## src/verilog/ppc_pin_mux_consts.svh

```systemverilog
// constants for the parallel-port control pin mux
`ifndef PPC_PIN_MUX_CONSTS_SVH
`define PPC_PIN_MUX_CONSTS_SVH

// strap level that picks the memory-interface function
`define PPM_STRAP_EMI_LEVEL   1'b1
// idle level of a memory-interface strobe after reset
`define PPM_STROBE_IDLE       1'b1
// bus holders come out of reset enabled
`define PPM_HOLDER_RST        2'h3
// general-purpose lines come out of reset as inputs
`define PPM_GPIO_DIR_RST      2'h0
// released-pin value while the pin is not driven
`define PPM_PIN_OUT_RST       1'b1
// number of synchronised pin inputs and their positions
`define PPM_SYNC_WIDTH        7
`define PPM_SYNC_STRAP        0
`define PPM_SYNC_HOLD         1
`define PPM_SYNC_TRST_N       2
`define PPM_SYNC_EMULATION_PIN_ZERO         3
`define PPM_SYNC_EMULATION_PIN_ONE_OFF     4
`define PPM_SYNC_PIN0         5
`define PPM_SYNC_PIN1         6

`endif

```

## src/verilog/ppc_pin_mux_pkg.sv

```systemverilog
// types for the parallel-port control pin mux
`default_nettype none

package ppc_pin_mux_pkg;

  // function held by both control pins
  typedef enum logic [1:0] {
    FN_UNSET = 2'b00,
    FN_GPIO  = 2'b01,
    FN_EMI   = 2'b10
  } pin_fn_t;

  // kind of memory the current access targets
  typedef enum logic [1:0] {
    MEM_ASYNC = 2'b00,
    MEM_SYNC  = 2'b01,
    MEM_SDRAM = 2'b10
  } mem_kind_t;

endpackage

`default_nettype wire
```

## src/verilog/parallel_port_ctrl_pin_mux.sv

```systemverilog
// function select and pad control for two parallel-port control pins
//
// Operation
// - strap low gives gpio, high gives strobe
// - function fixed at reset release, kept after
// - gpio function leaves reset as input
// - strobe function floats in reset, drives 1
// - pin zero: read, address, column strobes
// - pin one: output enables, row strobe
// - both pins float during bus hold
// - both pins float in off mode
// - bus holders default on, software switchable
`include "ppc_pin_mux_consts.svh"
`default_nettype none

module parallel_port_ctrl_pin_mux (
  // clock and reset
  input  wire logic                           i_ref_clk,
  input  wire logic                           i_rstn,
  // pin-level inputs from outside
  input  wire logic                           i_boot_function_strap,
  input  wire logic                           i_hold_request,
  input  wire logic                           i_test_reset_n,
  input  wire logic                           i_emulation_pin_zero,
  input  wire logic                           i_emulation_pin_one_off,
  input  wire logic                           i_control_pin_zero_in,
  input  wire logic                           i_control_pin_one_in,
  // memory kind, read-enable select bit and memory-interface strobes (strobes active low)
  input  wire ppc_pin_mux_pkg::mem_kind_t     i_mem_kind,
  input  wire logic                           i_read_enable_select_bit,
  input  wire logic                           i_async_read_enable_n,
  input  wire logic                           i_sync_address_strobe_n,
  input  wire logic                           i_sdram_column_strobe_n,
  input  wire logic                           i_sync_read_enable_n,
  input  wire logic                           i_async_output_enable_n,
  input  wire logic                           i_sync_output_enable_n,
  input  wire logic                           i_sdram_row_strobe_n,
  // general-purpose line control
  input  wire logic                           i_gpio_dir_write,
  input  wire logic [1:0]                     i_gpio_dir,
  input  wire logic [1:0]                     i_gpio_out,
  // bus holder control from the external bus control register
  input  wire logic                           i_holder_enable,
  // pad drive
  output logic                                o_control_pin_zero_out,
  output logic                                o_control_pin_zero_oe,
  output logic                                o_control_pin_one_out,
  output logic                                o_control_pin_one_oe,
  output logic [1:0]                          o_bus_holder_enable,
  // read-back to general-purpose logic
  output logic                                o_parallel_io_line_twenty_in,
  output logic                                o_parallel_io_line_twenty_one_in,
  // status
  output logic                                o_function_fixed,
  output logic                                o_emi_selected
);

  logic [`PPM_SYNC_WIDTH-1:0] pins_sync;
  ppc_pin_mux_pkg::pin_fn_t   pin_fn;
  logic [1:0]                 gpio_dir;
  logic                       off_mode;
  logic                       float_pins;
  logic                       strobe_zero;
  logic                       strobe_one;
  logic                       next_zero_out;
  logic                       next_zero_oe;
  logic                       next_one_out;
  logic                       next_one_oe;

  // every pin-level input passes two flops first
  pin_sync2 #(
    .WIDTH (`PPM_SYNC_WIDTH)
  ) u_pin_sync (
    .i_clk   (i_ref_clk),
    .i_async ({i_control_pin_one_in, i_control_pin_zero_in, i_emulation_pin_one_off,
               i_emulation_pin_zero, i_test_reset_n, i_hold_request,
               i_boot_function_strap}),
    .o_sync  (pins_sync)
  );

  // off mode and hold both release the pads
  assign off_mode   = !pins_sync[`PPM_SYNC_TRST_N] && pins_sync[`PPM_SYNC_EMULATION_PIN_ZERO]
                      && !pins_sync[`PPM_SYNC_EMULATION_PIN_ONE_OFF];
  assign float_pins = pins_sync[`PPM_SYNC_HOLD] || off_mode;

  // strap caught on the first edge after release, then frozen
  always_ff @(posedge i_ref_clk or negedge i_rstn) begin
    if (!i_rstn) begin
      pin_fn <= ppc_pin_mux_pkg::FN_UNSET;
    end else if (pin_fn == ppc_pin_mux_pkg::FN_UNSET) begin
      pin_fn <= (pins_sync[`PPM_SYNC_STRAP] == `PPM_STRAP_EMI_LEVEL)
                ? ppc_pin_mux_pkg::FN_EMI : ppc_pin_mux_pkg::FN_GPIO;
    end
  end

  // general-purpose direction, input after reset
  always_ff @(posedge i_ref_clk or negedge i_rstn) begin
    if (!i_rstn) begin
      gpio_dir <= `PPM_GPIO_DIR_RST;
    end else if (i_gpio_dir_write) begin
      gpio_dir <= i_gpio_dir;
    end
  end

  // pin zero strobe role by memory kind and select bit
  always_comb begin
    case (i_mem_kind)
      ppc_pin_mux_pkg::MEM_ASYNC: strobe_zero = i_async_read_enable_n;
      ppc_pin_mux_pkg::MEM_SYNC:  strobe_zero = i_read_enable_select_bit
                                                ? i_sync_read_enable_n
                                                : i_sync_address_strobe_n;
      ppc_pin_mux_pkg::MEM_SDRAM: strobe_zero = i_sdram_column_strobe_n;
      default:                    strobe_zero = `PPM_STROBE_IDLE;
    endcase
  end

  // pin one strobe role by memory kind
  always_comb begin
    case (i_mem_kind)
      ppc_pin_mux_pkg::MEM_ASYNC: strobe_one = i_async_output_enable_n;
      ppc_pin_mux_pkg::MEM_SYNC:  strobe_one = i_sync_output_enable_n;
      ppc_pin_mux_pkg::MEM_SDRAM: strobe_one = i_sdram_row_strobe_n;
      default:                    strobe_one = `PPM_STROBE_IDLE;
    endcase
  end

  // pad drive for the function in force
  always_comb begin
    case (pin_fn)
      ppc_pin_mux_pkg::FN_GPIO: begin
        next_zero_out = i_gpio_out[0];
        next_one_out  = i_gpio_out[1];
        next_zero_oe  = gpio_dir[0];
        next_one_oe   = gpio_dir[1];
      end
      ppc_pin_mux_pkg::FN_EMI: begin
        next_zero_out = strobe_zero;
        next_one_out  = strobe_one;
        next_zero_oe  = 1'b1;
        next_one_oe   = 1'b1;
      end
      default: begin
        next_zero_out = `PPM_PIN_OUT_RST;
        next_one_out  = `PPM_PIN_OUT_RST;
        next_zero_oe  = 1'b0;
        next_one_oe   = 1'b0;
      end
    endcase
    if (float_pins) begin
      next_zero_oe = 1'b0;
      next_one_oe  = 1'b0;
    end
  end

  // pad output flops, released during reset
  always_ff @(posedge i_ref_clk or negedge i_rstn) begin
    if (!i_rstn) begin
      o_control_pin_zero_out <= `PPM_PIN_OUT_RST;
      o_control_pin_one_out  <= `PPM_PIN_OUT_RST;
      o_control_pin_zero_oe  <= 1'b0;
      o_control_pin_one_oe   <= 1'b0;
    end else begin
      o_control_pin_zero_out <= next_zero_out;
      o_control_pin_one_out  <= next_one_out;
      o_control_pin_zero_oe  <= next_zero_oe;
      o_control_pin_one_oe   <= next_one_oe;
    end
  end

  // bus holders on by default, software may switch them
  always_ff @(posedge i_ref_clk or negedge i_rstn) begin
    if (!i_rstn) begin
      o_bus_holder_enable <= `PPM_HOLDER_RST;
    end else begin
      o_bus_holder_enable <= {2{i_holder_enable}};
    end
  end

  // read-back and status
  always_ff @(posedge i_ref_clk or negedge i_rstn) begin
    if (!i_rstn) begin
      o_parallel_io_line_twenty_in     <= 1'b0;
      o_parallel_io_line_twenty_one_in <= 1'b0;
      o_function_fixed                 <= 1'b0;
      o_emi_selected                   <= 1'b0;
    end else begin
      o_parallel_io_line_twenty_in     <= pins_sync[`PPM_SYNC_PIN0];
      o_parallel_io_line_twenty_one_in <= pins_sync[`PPM_SYNC_PIN1];
      o_function_fixed                 <= (pin_fn != ppc_pin_mux_pkg::FN_UNSET);
      o_emi_selected                   <= (pin_fn == ppc_pin_mux_pkg::FN_EMI);
    end
  end
endmodule

`default_nettype wire

```

## src/verilog/pin_sync2.sv

```systemverilog
// two-flop synchroniser for pin-level inputs
`default_nettype none

module pin_sync2 #(
  parameter int WIDTH = 1
) (
  // clock
  input  wire logic             i_clk,
  // asynchronous levels
  input  wire logic [WIDTH-1:0] i_async,
  // synchronised levels
  output logic      [WIDTH-1:0] o_sync
);

  logic [WIDTH-1:0] stage_one;

  // no reset, so the strap is already valid when reset is released
  always_ff @(posedge i_clk) begin
    stage_one <= i_async;
    o_sync    <= stage_one;
  end

endmodule

`default_nettype wire

```

## config.mk

```make
export PLATFORM = sky130hd
export DESIGN_NAME = parallel_port_ctrl_pin_mux
export DESIGN_NICKNAME = d
export VERILOG_FILES = /design/src/verilog/ppc_pin_mux_pkg.sv /design/src/verilog/parallel_port_ctrl_pin_mux.sv /design/src/verilog/pin_sync2.sv
export VERILOG_INCLUDE_DIRS = /design/src /design/src/verilog
export SDC_FILE = /design/constraint.sdc
export NUM_CORES = 1
export LEC_CHECK = 0
export BUFFER_PORTS_ARGS = -buffer_cell sky130_fd_sc_hd__buf_2
export CAP_MARGIN = 5
export CORE_UTILIZATION = 40
export CTS_CLUSTER_DIAMETER = 30
export DETAILED_ROUTE_END_ITERATION = 7
export GPL_ROUTABILITY_DRIVEN = 0
export HOLD_SLACK_MARGIN = 0.1
export PLACE_DENSITY = 0.69
export SETUP_SLACK_MARGIN = 0.15
export SLEW_MARGIN = 10
export SYNTH_ARGS = -nofsm -noshare
export SYNTH_HDL_FRONTEND = slang
export SYNTH_SLANG_ARGS = --single-unit
```

## constraint.sdc

```tcl
create_clock -name i_ref_clk -period 2.1 [get_ports i_ref_clk]
set_clock_uncertainty 0.2 [all_clocks]
set_input_delay 0.315 -clock i_ref_clk [delete_from_list [all_inputs] [get_ports i_ref_clk]]
set_output_delay 0.315 -clock i_ref_clk [all_outputs]
set_load 0.005 [all_outputs]
```

==> results.txt, run 1 <==
Final min period: 1.797 ns
Largest net degree at the start of global routing: 17
Final wirelength: 1330 um
Critical Path RT: 2.17 ns
DRC viols: 0
Area of the multi-input gates: 197.7 um2
First-pass GRT wire length: 1973 um
CTS buffer count: 3
Clk sinks: 27
RSZ-0062 raised after global routing: no
Status: finished clean
CTS root buffer: clkbuf_4
Synthesized cell area: 830.8 um2
Nets: 140
Setup WS pre-CTS: 0.8072 ns
Slew headroom: 76.49%
Avg WL per Cell: 9.638 um
CP Capture Type: flop
Layout cells sized above 1: 43.24%
DRT antenna net count: 0
Vias in the first global route: 495
IO buf count: 34
Fmax: 556.5 MHz
Pwr Density: 691.0 nW/um2
Via count: 589
Core area: 1962 um2
Die area: 2263 um2
Gr usage total: 13.48%
Worst Path Arrival: 1.87 ns
Post-synthesis register bit count: 27
Crit path launch type: flop
Worst Tran Pin Value: 0.3472 ns
Hold Fails Final Rpt: 0
Commonest cells after routing, fill and taps aside: buf_2, dlygate4sd3_1, dfxtp_1
Post-synth top area share: 33.73%
Setup TNS: 0 ns
Pre-antenna DRT Iters: 4
Seq/Total Area, Yosys: 73.34%
R2R setup slack: 0.30 ns
Worst vdd ir: 0.0005599 V
Commonest non-fill, non-tap cell in the layout: buf_2
Total Power: 849.9 uW
Syn Inst Count: 57
Diode count: 0
Synth area leader: dfxtp_1
CTS H-tree lvls: 1
Final worst slack: 0.3030 ns
Drt via density: 4.268
Worst-path clk slew: 0.14 ns
Synth unique cells: 20
Finished Core Util: 62.69%
Die width: 47.58 um
Mapped Avg Cell Area: 14.58 um2
# IOs: 35
Storage cell area: 609.3 um2
Initial Utilization: 42.35%
Max-cap violations: 0
CP Class: flop to flop
Crit Path Max Fanout: 6
Yosys warning total: 0
Initial drt markers: 3
# rows: 16
Synth-to-layout area growth: 48.04%
Leakage Power: 0.5963 nW
Remaining Overflow, GRT: 0
Initial antenna violation count: 0
Die height: 47.58 um
Clock Path Buffers: 2
Worst-Skew Late Latency: 0.31 ns
Syn_nets: 85
Final-report setup violation count: 0
Synth area leaders: dfxtp_1, dfrtp_1, dfstp_2
TritonCTS clock tree: done
Max-slew violations: 0
Final period util: 85.57%
Hold Crit Class: flop to flop
Fillers: 167
logic make-up (layout without fill, tap and decap cells):
family	count (synthesis)	count (layout)	share of synthesized area, %
compound gates	6	6	5.722
fa+ha+maj	3	3	4.519
buf+inv	6	60	3.163
flops	27	27	73.34
mux	5	5	7.078
simple gates	10	10	6.176
final cells by class:
| type | count | area share, % |
|---|---|---|
| repair buffers | 51 | 27.67 |
| well taps | 27 | 2.747 |
| clock buffers | 3 | 1.831 |
| multi-input cells | 24 | 16.07 |
| clock inverters | 1 | 0.6104 |
| flip-flops and latches | 27 | 49.54 |
| inverters | 5 | 1.526 |
sequential cells by signal, indices dropped and copies added, names as in the netlist:
signal,count
o_control_pin_zero_oe,1
o_function_fixed,1
o_parallel_io_line_twenty_one_in,1
pin_fn,2
gpio_dir,2
o_control_pin_one_oe,1
o_control_pin_zero_out,1
o_parallel_io_line_twenty_in,1
o_bus_holder_enable,1
u_pin_sync.o_sync,7
u_pin_sync.stage_one,7
o_emi_selected,1
o_control_pin_one_out,1
critical path, stage by stage (launching register included):
cell           delay (ns)
dfrtp_1              0.41
inv_1                0.10
ha_2                 0.25
o221ai_1             0.14
nand4_1              0.10
dlygate4sd3_1        0.55
where the power goes:
part           internal, mW  total (mW)  switching (mW)
combinational        0.0567      0.0833          0.0267
sequential            0.544       0.551         0.00692
clock                0.0726       0.216           0.143
cells in the mapped netlist:
library cell,count
dfxtp_1,14
nand2_1,3
o21ai_0,1
nor2_1,2
nand4_1,1
nand2b_2,1
mux2i_1,1
o311ai_1,1
mux2_4,1
inv_1,5
dfrtp_1,10
dfstp_2,3
and2b_1,1
ha_1,3
mux2_2,3
a21oi_1,2
o221ai_2,1
nand3_1,2
o221ai_1,1
buf_4,1
stage by stage:
stage	hold WS, ns	instances	area, um2
finish	0.1339	138	1230
detailed placement	0.008090	117	1027
floorplan	-0.1806	57	830.8
CTS	0.1411	138	1227
global route	0.1383	138	1230
global placement	0.008817	117	1027
final timing paths:
kind / from / to / cells past startpoint
setup reg to reg: pin_fn[0] / o_control_pin_zero_out / 5
max in group asynchronous: i_rstn / o_control_pin_one_out / 2
hold / removal: u_pin_sync.stage_one[4] / u_pin_sync.o_sync[4] / 0
hold reg to reg: u_pin_sync.stage_one[4] / u_pin_sync.o_sync[4] / 0
setup / recovery: pin_fn[0] / o_control_pin_zero_out / 5
min in group asynchronous: i_rstn / o_parallel_io_line_twenty_one_in / 2
routing by layer:
layer	wire (um)	vias up	share of wire [%]	global-route usage, %
met5	0	-	0	0
met2	680	25	51	24.11
li1	-	296	-	-
met3	85	2	6.4	4.528
met4	12	0	0.90	6.667
met1	552	266	42	14.08
timing repair:
item | 4_1_cts | 5_1_grt
endpoints found under the setup margin | 0 | 1
resized for setup | 0 | 1
hold buffers | 17 | 0
hold endpoints to repair | 25 | 0
buffers inserted | 0 | 0
(Power assumes the default switching activity.)
==> run 2: changes to the inputs <==
Settings changed: ABC_AREA set to 1, HOLD_SLACK_MARGIN 0.1 to unset.
==> run 2 against run 1 <==
Sequential power barely moved. Clock power barely moved. Critical path depth decreased by 4. Final cell count rose by 3.6%. Design area down 5.1%. Critical endpoint is now o_bus_holder_enable[1].
==> results.txt, run 2 <==
Post-cts resize count: 0 (unchanged)
Synthesized cell area: 830.8 um2 (unchanged)
Worst vdd ir: 0.0006055 V (+8.1%)
EDFF count, synth: 0 (unchanged)
Pre-antenna DRT Iters: 4 (unchanged)
Die area: 2263 um2 (unchanged)
# IOs: 35 (unchanged)
Yosys warning total: 0 (unchanged)
Largest net degree at the start of global routing: 17 (unchanged)
First-pass GRT wire length: 1787 um (-9.4%)
Mapped Avg Cell Area: 12.22 um2 (-16%)
Syn_nets: 96 (+13%)
Crit-path slowest cell: dfstp_2
Final-report setup violation count: 0 (unchanged)
CP Class: flop to output port
Post-synthesis register bit count: 27 (unchanged)
Worst setup startpoint: o_bus_holder_enable[0]
Final wirelength: 1266 um (-4.8%)
Synth area leader: dfxtp_1
Fmax: 677.6 MHz (+22%)
Die height: 47.58 um (unchanged)
Avg WL per Cell: 8.853 um (-8.1%)
TritonCTS clock tree: done
Largest regs: u_pin_sync.o_sync (7), u_pin_sync.stage_one (7)
CP Capture Type: output port
Synth unique cells: 15 (-25%)
P_int: 662.4 uW (-1.6%)
Die width: 47.58 um (unchanged)
Post-detail-place hpwl: 924.1 um
CP peak stage delay: 0.55 ns (about the same)
Switching Share: 21.11% (+0.31 points)
Critical Path RT: 1.58 ns (-0.59 ns)
Diode count: 0 (unchanged)
Slew headroom: 81.74% (+5.2 points)
Final min period: 1.476 ns (-0.3213 ns)
Max-cap violations: 0 (unchanged)
Crit Path Max Fanout: 2 (-4)
Reg-to-reg startpoint: pin_fn[0]
Initial antenna violation count: 0 (unchanged)
Worst Tran Pin Value: 0.2716 ns (-0.07558 ns)
Cell with the most instances after synthesis: dfxtp_1
CP bufs+invs: 1 (-1)
Reg-to-Reg End: o_control_pin_zero_oe
Cell Chain, Critical Path: buf_2
RSZ-0062 raised after global routing: no
Synth area leaders: dfxtp_1, dfrtp_1, dfstp_2
Vias in the first global route: 462 (-6.7%)
Reg power frac: 65.5% (+0.7 points)
Core area: 1962 um2 (unchanged)
Clk pwr share: 25.7% (+0.3 points)
CP Depth: 1 (-4)
Worst-path clk slew: 0.13 ns (about the same)
Remaining Overflow, GRT: 0 (unchanged)
Hold Crit Class: primary input to flop
Final period util: 70.27% (-15 points)
Post-synth top area share: 33.73% (unchanged)
Layout cells sized above 1: 37.07% (-6.2 points)
Hold Fails Final Rpt: 0 (unchanged)
Syn Inst Count: 68 (+19%)
# rows: 16 (unchanged)
Commonest non-fill, non-tap cell in the layout: buf_2
Hold Slack: 0.01826 ns (-0.1157 ns)
Post-CTS Hold Buffers: 10 (-7)
Drt via density: 4.126 (-3.3%)
Nets: 145 (+3.6%)
Via count: 590 (+0.17%)
Setup TNS: 0 ns (unchanged)
Status: finished clean
DRT antenna net count: 0 (unchanged)
R2R cell count: 6 (+1)
Combinational share of power: 8.8% (-1.0 points)
Leakage Power: 0.5949 nW (-0.24%)
P_sw: 177.2 uW (+0.28%)
Synth-to-layout area growth: 40.51%
Crit path launch type: flop
CTS buffer count: 3 (unchanged)
Seq/Total Area, Yosys: 73.34% (unchanged)
Max-slew violations: 0 (unchanged)
Post CTS Setup Buffer Count: 0 (unchanged)
Initial drt markers: 5 (+2)
Top delay family on crit path: flip-flops
IO buf count: 34 (unchanged)
Initial Utilization: 42.35% (unchanged)
CTS H-tree lvls: 1 (unchanged)
Worst-Skew Late Latency: 0.32 ns (about the same)
Commonest cells post-synth: dfxtp_1, dfrtp_1, inv_1
Pwr Density: 719.2 nW/um2 (+4.1%)
Clk sinks: 27 (unchanged)
Final worst slack: 0.6243 ns (+0.3213 ns)
Main synth FF type: dfxtp_1
Setup WS pre-CTS: 0.7574 ns (-0.04977 ns)
DRC viols: 0 (unchanged)
R2R setup slack: 0.75 ns (+0.45 ns)
Ys async rst share: 48.15% (unchanged)
CTS root buffer: clkbuf_4
Clock Path Buffers: 2 (unchanged)
Gr usage total: 12.10% (-1.4 points)
Crit path to: o_bus_holder_enable[1]
Worst Path Arrival: 0.96 ns (-0.91 ns)
Commonest cells after routing, fill and taps aside: buf_2, dfxtp_1, dlygate4sd3_1
Hold_sp: i_gpio_out[1]
[run 2: changes by cell type after synthesis, sizes merged, moves of 2 or more]
cell | previous run | this run
o221ai | 2 | 0
nand3 | 2 | 4
mux2 | 4 | 2
a21oi | 2 | 6
nand2 | 3 | 6
nor2 | 2 | 5
inv | 5 | 10
[run 2: metal layers]
metal | vias to the layer above | GRT usage, % | share of wire (%)
li1 | 306 | - | -
met1 | 260 | 11.59 | 40
met2 | 22 | 22.19 | 54
met5 | - | 0 | 0
met3 | 2 | 5.660 | 4.7
met4 | 0 | 5.000 | 1.3
[run 2: logic make-up (layout without fill, tap and decap cells)]
group / count (synthesis) / count (layout) / synth area share (%)
simple gates: 15 / 15 / 7.380
compound gates: 10 / 10 / 6.626
mux: 2 / 2 / 2.711
buf+inv: 11 / 59 / 5.423
fa+ha+maj: 3 / 3 / 4.519
flops: 27 / 27 / 73.34
[run 2: power groups by stage]
stage | sequential (mW) | combinational [mW] | clock, mW
3_5_place_dp | 0.562 | 0.0581 | 0
6_report | 0.550 | 0.0735 | 0.216
4_1_cts | 0.551 | 0.0722 | 0.227
5_1_grt | 0.553 | 0.0828 | 0.246
2_1_floorplan | 0.561 | 0.0201 | 0
3_3_place_gp | 0.561 | 0.0560 | 0
[run 2: per-stage QoR]
step | total power [mW] | instance area [um2] | std cells | utilization [%]
2_1_floorplan | 0.5816 | 830.8 | 68 | -
3_3_place_gp | 0.6170 | 1027 | 128 | 52.36
3_5_place_dp | 0.6196 | 1027 | 128 | 52.36
4_1_cts | 0.8503 | 1157 | 142 | 58.99
5_1_grt | 0.8822 | 1167 | 143 | 59.50
6_report | 0.8396 | 1167 | 143 | 59.50
[run 2: worst min path at each step]
stage,endpoint,slack [ns],depth (start not counted)
after floorplan,gpio_dir[0],-0.18,0
after global placement,o_emi_selected,0.004,1
after detailed placement,o_emi_selected,0.007,1
after CTS,o_control_pin_one_out,0.004,3
after global routing,gpio_dir[0],0.01,2
final,o_control_pin_one_out,0.02,3
[run 2: area by class of cell]
class,instances,area (um2)
clock inverters,1,7.507
clock buffers,3,22.52
multi-input cells,30,176.4
inverters,10,37.54
well taps,27,33.78
repair buffers,45,280.3
flip-flops and latches,27,609.3
fillers,178,794.5
[run 2: worst register-to-register path, stage by stage (launching register included)]
cell and delay [ns]:
dfrtp_1 0.41, inv_1 0.10, ha_1 0.24, inv_1 0.10
nor2_1 0.05, o31ai_1 0.08, nor2_1 0.07
